File: src/shared/plbb_defines.vh
`ifndef PLBB_DEFINES_VH
`define PLBB_DEFINES_VH
// Pin configuration codes
`define PLBB_CFG_HOST_MODE_A 3'h0
`define PLBB_CFG_GP_HI 3'h2
`define PLBB_CFG_GP_SSC 3'h3
`define PLBB_CFG_GP_GP 3'h4
// Reset values of local bus configuration
`define PLBB_RST_WAIT 4'hf
`define PLBB_RST_WIDE 1'b1
`define PLBB_RST_MUX 1'b0
// Wait counts: strobe floor is two clocks, latch strobe one clock
`define PLBB_WAIT_MAX 4'hf
`define PLBB_STROBE_MIN 4'h2
`define PLBB_LATCH_CYC 4'h1
// PCI data phase limit in clocks, kept for reference
`define PLBB_PCI_LIMIT 16
`endif

File: src/hdl/plbb_wait_timer.v
`include "plbb_defines.vh"
module plbb_wait_timer (
   input wire mclk,
   input wire rst_b,
   input wire start,
   input wire [3:0] cycle_wait_count,
   input wire ready_wait_enable,
   input wire ready_sync_n,
   output wire done
);
   reg [4:0] count;
   reg running;
   wire [4:0] target;
   wire [3:0] pre;

   // With ready control only the low three bits act as prewait
   assign pre = ready_wait_enable ? {1'b0, cycle_wait_count[2:0]} :
      (`PLBB_WAIT_MAX - cycle_wait_count);
   assign target = {1'b0, pre} + {1'b0, `PLBB_STROBE_MIN} - 5'h01;
   // Ready sampled only after the prewait has run out
   assign done = running && (count >= target) &&
      (!ready_wait_enable || !ready_sync_n);

   // Strobe length counter
   always @(posedge mclk) begin
      if (!rst_b) begin
         count <= 5'h00;
         running <= 1'b0;
      end else if (start) begin
         count <= 5'h00;
         running <= 1'b1;
      end else if (done) begin
         running <= 1'b0;
      end else if (running && count != 5'h1f) begin
         count <= count + 5'h01;
      end
   end
endmodule

File: src/hdl/plbb_bridge.v
// Functional notes
// - Three-bit pin config routes upper address, lower address, data groups.
// - Port exists only in PCI mode; host_mode_a makes pins address 15..0.
// - Slave reads to local bus retry until local data is ready.
// - Retried reads complete without added target wait states.
// - Slave write captures one word, completes at once, then posted.
// - Further write during a pending posted write is retried.
// - Only single data phase slave transfers; bursts are disconnected.
// - Write cycle length follows wait count and ready input.
// - Bus master with 8 or 16 bit, muxed or demuxed cycles.
// - Controller may be arbitration master or arbitration slave.
// - Sixteen bit muxed mode shares address and data pins.
// - Eight bit muxed holds upper address on upper data pins.
// - Sixteen bit muxed word access ignores address bit zero.
// - Demuxed mode drives address continuously on address pins.
// - Muxed cycle: latch strobe, address, falling edge, then command.
// - Read captures data then drops command; peripheral releases bus.
// - Write data stays driven until the next bus cycle starts.
// - Fifteen minus wait count wait states; strobe at least two clocks.
// - Ready mode: 0 to 7 prewait states then sample ready low.
// - Reset to 16 bit demuxed (here bus_wide and bus_mux are inputs, not reset); idle after a read floats data, holds address.
`include "plbb_defines.vh"
module plbb_bridge (
   input wire mclk,
   input wire rst_b,
   // Straps and configuration
   input wire host_mode_a,
   input wire [2:0] peripheral_pin_config,
   input wire [3:0] cycle_wait_count,
   input wire ready_wait_enable,
   input wire bus_wide,
   input wire bus_mux,
   input wire arb_master,
   input wire bus_granted,
   input wire [31:0] host_addr_in,
   // PCI target request side
   input wire pci_req,
   input wire pci_write,
   input wire pci_burst,
   input wire [31:0] pci_addr,
   input wire [31:0] pci_wdata,
   output wire pci_ack,
   output wire pci_retry,
   output wire pci_disconnect,
   output reg [31:0] pci_rdata,
   // Local bus pins
   output reg local_addr_latch_strobe,
   output reg local_read_strobe,
   output reg local_write_strobe,
   input wire local_ready_n,
   output reg [15:0] local_address_pins,
   input wire [15:0] local_data_pins_in,
   output reg [15:0] local_data_pins_out,
   output reg local_data_pins_oe,
   // Shared pin routing outputs
   output reg [15:0] shared_addr_out,
   output reg [7:0] general_purpose_pins_en,
   output reg sync_serial_block_en,
   output reg local_mux_addr_data_en,
   output reg pins_host_addr,
   output reg local_busy
);
   localparam ST_IDLE = 6'h01;
   localparam ST_ARB = 6'h02;
   localparam ST_ALE = 6'h04;
   localparam ST_ADDR = 6'h08;
   localparam ST_CMD = 6'h10;
   localparam ST_END = 6'h20;

   reg [5:0] state;
   reg [5:0] next_state;
   reg pend_valid;
   reg pend_write;
   reg rd_ready;
   reg [31:0] pend_addr;
   reg [31:0] pend_data;
   reg [15:0] rd_data;
   reg ready_meta;
   reg ready_sync_n;
   reg [15:0] last_addr;
   wire timer_start;
   wire timer_done;
   wire [15:0] cyc_addr;
   wire lbi_on;

   // True when the config code enables a local bus at all
   function cfg_has_bus;
      input [2:0] code;
      begin
         cfg_has_bus = (code == `PLBB_CFG_HOST_MODE_A) ||
            (code == `PLBB_CFG_GP_HI) || (code == `PLBB_CFG_GP_SSC) ||
            (code == `PLBB_CFG_GP_GP);
      end
   endfunction

   // True when the config code forces multiplexed address/data
   function cfg_forces_mux;
      input [2:0] code;
      begin
         cfg_forces_mux = (code == `PLBB_CFG_GP_SSC) ||
            (code == `PLBB_CFG_GP_GP);
      end
   endfunction

   // Local bus only exists in PCI mode reserved codes idle it
   assign lbi_on = !host_mode_a && cfg_has_bus(peripheral_pin_config);

   // Word address: bit 0 dropped in 16 bit mode
   assign cyc_addr = bus_wide ? {pend_addr[15:1], 1'b0} : pend_addr[15:0];

   // Pin group routing
   always @(posedge mclk) begin
      if (!rst_b) begin
         general_purpose_pins_en <= 8'h00;
         sync_serial_block_en <= 1'b0;
         local_mux_addr_data_en <= 1'b0;
         pins_host_addr <= 1'b0;
      end else begin
         pins_host_addr <= host_mode_a;
         sync_serial_block_en <= !host_mode_a &&
            peripheral_pin_config == `PLBB_CFG_GP_SSC;
         local_mux_addr_data_en <= !host_mode_a &&
            cfg_forces_mux(peripheral_pin_config);
         general_purpose_pins_en <= 8'h00;
         if (!host_mode_a && peripheral_pin_config != `PLBB_CFG_HOST_MODE_A &&
               lbi_on)
            general_purpose_pins_en <= 8'hff;
      end
   end

   // Shared upper and lower address groups carry host address in A mode
   always @(posedge mclk) begin
      if (!rst_b)
         shared_addr_out <= 16'h0000;
      else if (host_mode_a)
         shared_addr_out <= host_addr_in[15:0];
      else
         shared_addr_out <= local_address_pins;
   end

   // Ready pin synchroniser, second stage feeds the timer
   always @(posedge mclk) begin
      if (!rst_b) begin
         ready_meta <= 1'b1;
         ready_sync_n <= 1'b1;
      end else begin
         ready_meta <= local_ready_n;
         ready_sync_n <= ready_meta;
      end
   end

   // PCI answers are combinational: first match wins
   wire same_read = pend_valid && !pend_write && pend_addr == pci_addr;
   wire take_write = pci_req && pci_write && !pend_valid && lbi_on;
   wire take_read = pci_req && !pci_write && !pend_valid && lbi_on;
   // Gated like new requests so a stale read never completes in A mode
   wire read_hit = pci_req && !pci_write && same_read && rd_ready && lbi_on;
   assign pci_ack = take_write || read_hit;
   assign pci_retry = pci_req && !pci_ack;
   assign pci_disconnect = pci_ack && pci_burst; // Single phase

   // Posted write / retried read bookkeeping
   always @(posedge mclk) begin
      if (!rst_b) begin
         pend_valid <= 1'b0;
         pend_write <= 1'b0;
         rd_ready <= 1'b0;
         pend_addr <= 32'h00000000;
         pend_data <= 32'h00000000;
         pci_rdata <= 32'h00000000;
      end else if (take_write) begin
         pend_valid <= 1'b1; // Posted
         pend_write <= 1'b1;
         pend_addr <= pci_addr;
         pend_data <= pci_wdata;
      end else if (take_read) begin
         pend_valid <= 1'b1; // Retry now, fetch locally
         pend_write <= 1'b0;
         rd_ready <= 1'b0;
         pend_addr <= pci_addr;
      end else if (read_hit) begin
         pend_valid <= 1'b0; // Data handed over on the retry
         rd_ready <= 1'b0;
      end else if (state == ST_END) begin
         if (pend_write)
            pend_valid <= 1'b0;
         else begin
            rd_ready <= 1'b1;
            pci_rdata <= {16'h0000, rd_data};
         end
      end
   end

   assign timer_start = next_state == ST_CMD && state != ST_CMD;

   plbb_wait_timer u_timer (
      .mclk(mclk),
      .rst_b(rst_b),
      .start(timer_start),
      .cycle_wait_count(cycle_wait_count),
      .ready_wait_enable(ready_wait_enable),
      .ready_sync_n(ready_sync_n),
      .done(timer_done)
   );

   wire is_mux = bus_mux || cfg_forces_mux(peripheral_pin_config);

   // Cycle sequencer
   always @* begin
      next_state = state;
      case (state)
         ST_IDLE: begin
            if (pend_valid && (pend_write || !rd_ready) && lbi_on)
               next_state = ST_ARB;
         end
         ST_ARB: begin
            // Slave waits for grant, master owns by default
            if (arb_master || bus_granted)
               next_state = is_mux ? ST_ALE : ST_CMD;
         end
         ST_ALE: next_state = ST_ADDR;
         ST_ADDR: next_state = ST_CMD;
         ST_CMD: begin
            if (timer_done)
               next_state = ST_END;
         end
         ST_END: next_state = ST_IDLE;
         default: next_state = ST_IDLE;
      endcase
   end

   always @(posedge mclk) begin
      if (!rst_b)
         state <= ST_IDLE;
      else
         state <= next_state;
   end

   // Pin drivers; idle floats data after reads, holds address, strobes high
   always @(posedge mclk) begin
      if (!rst_b) begin
         local_addr_latch_strobe <= 1'b0;
         local_read_strobe <= 1'b1;
         local_write_strobe <= 1'b1;
         local_address_pins <= 16'h0000;
         local_data_pins_out <= 16'h0000;
         local_data_pins_oe <= 1'b0;
         rd_data <= 16'h0000;
         last_addr <= 16'h0000;
         local_busy <= 1'b0;
      end else begin
         local_busy <= state != ST_IDLE;
         local_addr_latch_strobe <= next_state == ST_ALE;
         if (next_state == ST_ALE) begin
            // Address on shared pins while strobe high
            local_data_pins_oe <= 1'b1;
            local_data_pins_out <= cyc_addr;
            local_address_pins <= cyc_addr;
            last_addr <= cyc_addr;
         end else if (state == ST_ARB && next_state == ST_CMD) begin
            // Demuxed: address stays on address pins
            local_address_pins <= cyc_addr;
            last_addr <= cyc_addr;
         end
         if (timer_start) begin
            local_read_strobe <= pend_write;
            local_write_strobe <= !pend_write;
            if (pend_write) begin
               local_data_pins_oe <= 1'b1;
               if (bus_wide)
                  local_data_pins_out <= pend_data[15:0];
               else
                  local_data_pins_out <= {cyc_addr[15:8],
                     pend_data[7:0]}; // Upper address held
            end else if (is_mux && bus_wide) begin
               local_data_pins_oe <= 1'b0; // Address removed
            end else if (is_mux) begin
               local_data_pins_oe <= 1'b1; // Single enable: low byte driven as zero, upper address held
               local_data_pins_out <= {cyc_addr[15:8], 8'h00};
            end else begin
               local_data_pins_oe <= 1'b0;
            end
         end
         if (state == ST_CMD && timer_done) begin
            local_read_strobe <= 1'b1;
            local_write_strobe <= 1'b1;
            // Peripheral drives data during the strobe
            if (!pend_write) begin
               rd_data <= bus_wide ? local_data_pins_in :
                  {8'h00, local_data_pins_in[7:0]};
               local_data_pins_oe <= 1'b0;
            end
            // Write data kept driven until next cycle starts
         end
         if (state == ST_END && !pend_write)
            local_address_pins <= last_addr;
      end
   end
endmodule

File: config.mk
export PLATFORM = sky130hd
export DESIGN_NAME = plbb_bridge
export DESIGN_NICKNAME = d
export VERILOG_FILES = /design/src/hdl/plbb_wait_timer.v /design/src/hdl/plbb_bridge.v
export VERILOG_INCLUDE_DIRS = /design/src /design/src/shared
export SDC_FILE = /design/constraint.sdc
export NUM_CORES = 1
export LEC_CHECK = 0
export BUFFER_PORTS_ARGS = -buffer_cell sky130_fd_sc_hd__clkbuf_2
export CORE_UTILIZATION = 55
export CTS_CLUSTER_SIZE = 30
export DETAILED_ROUTE_END_ITERATION = 8
export GPL_TIMING_DRIVEN = 1
export PLACE_DENSITY = 0.84
export SLEW_MARGIN = 20
export SYNTH_ARGS = -nofsm -noshare
export SYNTH_HDL_FRONTEND = slang
export SYNTH_HIERARCHICAL = 1
export SYNTH_SLANG_ARGS = --single-unit
File: constraint.sdc
create_clock -name mclk -period 6.9 [get_ports mclk]
set_clock_uncertainty 0.05 [all_clocks]
set_input_delay 0 -clock mclk [delete_from_list [all_inputs] [get_ports mclk]]
set_output_delay 0 -clock mclk [all_outputs]
set_load 0.02 [all_outputs]
### Word level (Yosys, flattened, before mapping)

Cells that the tools add are included.

* register bits after elaboration: 177
* latch bits: 0
* bits in writable memories: 0
* bits in read-only memories: 0
* input bits: 131
* output and inout bits: 99
* logic and storage cells: 154
* memories: 0

* add/sub/neg operators: 4
* $mul: 0
* divide/modulo/power cells: 0
* order comparisons: 1
* equality and inequality tests: 16
* shift-type cells: 0
* mux-type cells: 41
* bitwise logic cells: 6
* reduce and logical (&&, ||, !) cells: 61

Operator list (number)
* 2-to-1 mux 16 bit: 11
* 2-to-1 mux 32 bit: 2
* == test 32 bit: 1
* one-hot mux 6 bit (5 select lines): 1
* logical AND 1 bit: 28
* 2-to-1 mux 1 bit: 21
* 2-to-1 mux 6 bit: 3
* == test 6 x 3 -> 1 bit, second input constant: 2
* == test 6 x 5 -> 1 bit, second input constant: 2
* logical OR 1 bit: 9
* nonzero test 3 bit: 3
* logical NOT 1 bit: 8
* 2-to-1 mux 8 bit: 1
* nonzero test 4 bit: 2
* == test 3 x 2 -> 1 bit, second input constant: 2
* == test 6 x 1 -> 1 bit, second input constant: 1
* == test 6 x 2 -> 1 bit, second input constant: 1
* == test 6 x 4 -> 1 bit, second input constant: 1
* == test 6 bit, second input constant: 1
* inequality test 6 x 1 -> 1 bit, second input constant: 1
* inequality test 6 x 5 -> 1 bit, second input constant: 1
* NOT 1 bit: 6
* AND reduction 2 bit: 3
* nonzero test 2 bit: 3
* other kinds (14): 15

### Longest topological paths before layout

* word-level depth: 15
* mapped depth: 16
* mapped depth without buffers: 14

### Modules after synthesis

Netlist, hierarchy kept.

Modules (own cells, without submodules)
* plbb_bridge: instances 1, cells an instance 812, area an instance 6884.1 um^2, seq. area each 3283.1 um^2
* plbb_wait_timer: instances 1, cells an instance 60, area an instance 490.5 um^2, seq. area each 120.1 um^2

### Worst setup path before layout

No wires, ideal clock.

* kind: in2reg
* start: input cycle_wait_count[1]
* end: register rd_data[14]
* library setup time: 71 ps
* data arrival time: 2763 ps
* required time: 6779 ps
* setup slack: 4016 ps
* stages: 12
* buffers on the path: 1
* cells stage by stage: nor2_1 or4b_2 ha_1 nand2_1 a2111oi_2 nor3_1 nor2b_1 nand4_1 nor2_1 clkbuf_1 nand3_1 a21oi_1

* longest elaborated chain between the ends: 9

RTL lines
* start, declared: RTL line plbb_bridge.v:29 `input wire [3:0] cycle_wait_count,`
* subtractor 4 bit (no source line)
* 2-to-1 mux 4 bit *: RTL line plbb_wait_timer.v:17 `assign pre = ready_wait_enable ? {1'b0, cycle_wait_count[2:0]} :`
* adder 4 x 2 -> 5 bit *: RTL line plbb_wait_timer.v:19 `` assign target = {1'b0, pre} + {1'b0, `PLBB_STROBE_MIN} - 5'h01; ``
* subtractor 5 x 1 -> 5 bit *: RTL line plbb_wait_timer.v:19
* greater-or-equal comparator 5 bit *: RTL line plbb_wait_timer.v:21 `assign done = running && (count >= target) &&`
* logical AND 1 bit * (2 in a row): RTL line plbb_wait_timer.v:21
* net timer_done: RTL line plbb_bridge.v:82 `wire timer_done;`
* logical AND 1 bit *: RTL line plbb_bridge.v:284 `if (state == ST_CMD && timer_done) begin`
* AND reduction 2 bit (no source line) *
* end signal, assigned: RTL line plbb_bridge.v:289 `rd_data <= bus_wide ? local_data_pins_in :`
* end, declared: RTL line plbb_bridge.v:77 `reg [15:0] rd_data;`

Mark *: on every way through the listed nets, which the timed path passes. The rest lies on a longest branch.
A chain may end at the register's enable or synchronous reset.

### Final worst setup path

* start: register state[2]
* end: register local_data_pins_out[0]

* longest elaborated chain between the ends: 8
* elaborated cells between the ends (all ways): 18
* those cells by class: 8 x eq/ne; 9 x mux; 1 x reduce/logical

RTL lines
* start, declared: RTL line plbb_bridge.v:70 `reg [5:0] state;`
* start signal, assigned: RTL line plbb_bridge.v:236 `state <= next_state;`
* == test 6 x 5 -> 1 bit, or another cell as far along: RTL line plbb_bridge.v:211 `case (state)`
* one-hot mux 6 bit (5 select lines): RTL line plbb_bridge.v:211
* == test 6 x 3 -> 1 bit: RTL line plbb_bridge.v:254 `if (next_state == ST_ALE) begin`
* 2-to-1 mux 16 bit: RTL line plbb_bridge.v:254
* 2-to-1 mux 16 bit: RTL line plbb_bridge.v:277 `end else if (is_mux) begin`
* 2-to-1 mux 16 bit: RTL line plbb_bridge.v:275 `end else if (is_mux && bus_wide) begin`
* 2-to-1 mux 16 bit: RTL line plbb_bridge.v:268 `if (pend_write) begin`
* 2-to-1 mux 16 bit *: RTL line plbb_bridge.v:265 `if (timer_start) begin`
* end signal, assigned: RTL line plbb_bridge.v:271 `local_data_pins_out <= pend_data[15:0];`
* end signal, assigned: RTL line plbb_bridge.v:273 `local_data_pins_out <= {cyc_addr[15:8],`
* end signal, assigned: RTL line plbb_bridge.v:279 `local_data_pins_out <= {cyc_addr[15:8], 8'h00};`
* end, declared: RTL line plbb_bridge.v:53 `output reg [15:0] local_data_pins_out,`

Every way passes the cells marked *; elsewhere a longest branch is shown, timed or not.

==> results.sh <==
export IMPL_finalCritPeriodShare_pct=45.3
export IMPL_hold_class="primary input to flop"
export IMPL_firstDrtPassIters=6
export IMPL_dieArea_sq_um=13900
export IMPL_fmax_ghz=0.320
export IMPL_clkPwrFrac_pct=44.4
export IMPL_outcome="finished clean"
export IMPL_synth_area_per_cell_sq_um=8.46
export IMPL_ys_warn_count=6
export IMPL_tns_ns=0
export IMPL_antennaDiodeCount=0
export IMPL_hold_viol_final=0
export IMPL_internal_power_mw=1.66
export IMPL_ys_ff_latch=170
export IMPL_port_buffers=181
export IMPL_ys_types=59
export IMPL_critPathArrivalTime_ns=3.35
export IMPL_fillers=874
export IMPL_die_w_um=118
export IMPL_dp_cells=1172
export IMPL_clockRootBuffer="clkbuf_16"
export IMPL_placed_area_sq_um=8190
export IMPL_drtIter0Drc=484
export IMPL_cp_startpoint="state[2]"
export IMPL_synth_ff_type="dfxtp_1"
export IMPL_power_switching_uw=500
export IMPL_async_flop_share_pct=0
export IMPL_gr_usage_met3_pct=5.18
export IMPL_synth_edff_count=0
export IMPL_finalInstanceArea_sq_um=9700
export IMPL_clkTransAtPathRegs_ns=0.06
export IMPL_multi_input_area_sq_um=3590
export IMPL_cts_tree="yes"
export IMPL_critPathCaptureType="flop"
export IMPL_pin_count=230
export IMPL_yosysTopAreaCellShare_pct=46.1
export IMPL_clock_sinks=170
export IMPL_grt_use_met1_pct=35.6
export IMPL_synth_commonest_cells="244 x nand2_1, 170 x dfxtp_1, 100 x a21oi_1, 41 x clkbuf_1, 36 x mux2i_1"
export IMPL_grt_pass1_vias=6556
export IMPL_busiest_layer="met2"
export IMPL_rr_endpoint="local_data_pins_out[0]"
export IMPL_start_kind="flop"
export IMPL_place_ws_ns=3.12
export IMPL_yosysTopAreaCell="dfxtp_1"
export IMPL_route_detailed_drc=0
export IMPL_routed_via_count=6933
export IMPL_synth_cells=872
export IMPL_cp_required_ns=7.13
export IMPL_worstHoldStart="rst_b"
export IMPL_regToRegSetupSlack_ns=3.78
export IMPL_setup_viol=0
export IMPL_grt_util_met2_pct=48.3
export IMPL_slew_headroom_pct=30.2
export IMPL_cp_max_fo=18
export IMPL_vdd_ir_drop_worst_v=0.000146
export IMPL_cp_endpoint="local_data_pins_out[0]"
export IMPL_rows=41
export IMPL_synth_most_common_cell="nand2_1"
export IMPL_fin_ws_ns=3.78
export IMPL_p_leak_nw=3.92
export IMPL_drive_above_1_share_pct=23.1
export IMPL_antenna_found_initial=0
export IMPL_seq_area_sq_um=3400
export IMPL_clock_path_buffers=2
export IMPL_drv_slew=0
export IMPL_rsz0062_at_grt="false"
export IMPL_netSwitchingFraction_pct=23.1
export IMPL_slowest_stage="o31a_1"
export IMPL_dp_hpwl_mm=12.6
export IMPL_synth_area_leaders="dfxtp_1 46%, nand2_1 12%, a21oi_1 6.8%, mux2i_1 4.9%, xnor2_1 3.2%"
export IMPL_r2r_cells=6
export IMPL_critPathBufInv=0
export IMPL_detail_route_antenna_nets=0
export IMPL_period_needed_ns=3.12
export IMPL_synth_seq_area_share_pct=46.1
export IMPL_r2r_start="state[2]"
export IMPL_gp_congestion=0.845
export IMPL_cpPeakStageDelay_ns=0.76
export IMPL_wl_per_cell_um=15.5
export IMPL_critical_path_class="flop to flop"
export IMPL_p_per_area_nw_per_um2=223
export IMPL_path_depth=6
export IMPL_worst_pin_slew_ns=1.05
export IMPL_combPwrFrac_pct=8.9
export IMPL_design_core_area_sq_um=12800
export IMPL_cts_setup_buffers=0
export IMPL_finalNonFillerCells=1294
export IMPL_grt_max_degree=87
export IMPL_vias_per_cell=5.36
export IMPL_final_nets=1246
export IMPL_cp_top_family="simple AND/OR/NAND/NOR gates"
export IMPL_die_h_um=118
export IMPL_drt_total_wl_mm=20.1
export IMPL_clk_latency_ns=0.42
export IMPL_cts_buffers=17
export IMPL_grt_pass1_wl_mm=32.1
export IMPL_synthToLayoutAreaGrowth_pct=31.5
export IMPL_p_seq_share_pct=46.7
export IMPL_crit_chain="or4_4 > nor3_4 > o31a_1 > mux2_2 > a22oi_1 > nor2_1"
export IMPL_cts_max_level=4
export IMPL_drv_cap=0
export IMPL_grt_util_all_layers_pct=29.0
export IMPL_syn_cell_area_sq_um=7370
export IMPL_initial_core_util_pct=57.5
export IMPL_grt_remaining_overflow=0
-- layer usage --
metal	vias up	routed length [um]
met5	-	0
met4	0	805
met3	65	1240
met2	295	9660
met1	3212	8380
li1	3361	-
-- registers in the layout, indices dropped and copies added (netlist names), 5 cells and up --
register	cells
pend_addr	32
state	6
u_timer/count	5
last_addr	16
pend_data	16
local_data_pins_out	16
pci_rdata	16
local_address_pins	16
rd_data	16
shared_addr_out	16
-- cell type report --
type                    instances  share of cell area (%)
repair buffers                275                    18.9
clock inverters                12                    1.52
clock buffers                  20                    4.61
inverters                      12                   0.529
well taps                     172                    2.22
multi-input cells             633                    37.1
flip-flops and latches        170                    35.1
-- power by group through the flow --
stage	Combinational, mW	Sequential [mW]	Clock, mW
global route	0.206	1.01	1.01
detailed placement	0.146	1.03	0
finish	0.192	1.01	0.961
floorplan	0.0934	1.03	0
global placement	0.143	1.03	0
CTS	0.187	1.01	0.968
-- layout by cell type, fill, tap and decap left out, drive strengths merged, types with 3 or more instances in the layout --
master       count
nand4           12
xnor2           27
clkinv           8
inv             11
mux2i           36
nand2          244
nor2            34
nand3           16
clkbuf         201
nor2b           15
a21boi           3
xor2            10
o21ai           14
nor3             6
conb            16
or3b             3
a21oi          100
ha               6
dfxtp          170
mux2            18
nor4             6
bufinv           3
buf              4
and2             8
a31oi           17
and3             3
nand2b           8
a22oi            8
dlygate4sd3     90
-- worst min-delay path by stage --
stage,end,slack (ns),cells after the start
after CTS,rd_data[12],0.06,3
after global routing,rd_data[12],0.10,3
after floorplan,ready_meta,0.05,1
after detailed placement,ready_meta,0.14,2
final,ready_meta,0.08,3
after global placement,ready_meta,0.15,2
-- repair_timing --
item,4_1_cts,5_1_grt
hold endpoints to repair,85,0
hold buffers,90,0
gates resized for setup,0,0
-- per-stage QoR --
step | util (%) | hold WS (ns) | power [mW]
2_1_floorplan | - | 0.0515 | 1.13
3_3_place_gp | 63.9 | 0.145 | 1.17
3_5_place_dp | 63.9 | 0.144 | 1.18
4_1_cts | 75.5 | 0.0596 | 2.16
5_1_grt | 75.6 | 0.100 | 2.23
6_report | 75.6 | 0.0795 | 2.16
-- cells by family after synthesis --
logic type,after synthesis,synth area share (%)
AO/OA/AOI/OAI,153,12.3
adder cells (fa/ha/maj),6,1.02
XOR/XNOR,37,4.39
flip-flops,170,46.1
AND/OR/NAND/NOR,367,22.4
multiplexers,54,7.63
other,1,0.0509
buffers and inverters,84,6.11
-- worst reg2reg max path, stage by stage (launching register included) --
cell	delay, ns
dfxtp_1	0.37
or4_4	0.57
nor3_4	0.60
o31a_1	0.77
mux2_2	0.41
a22oi_1	0.16
nor2_1	0.05
Note: power is estimated with default switching activity, not from simulation.
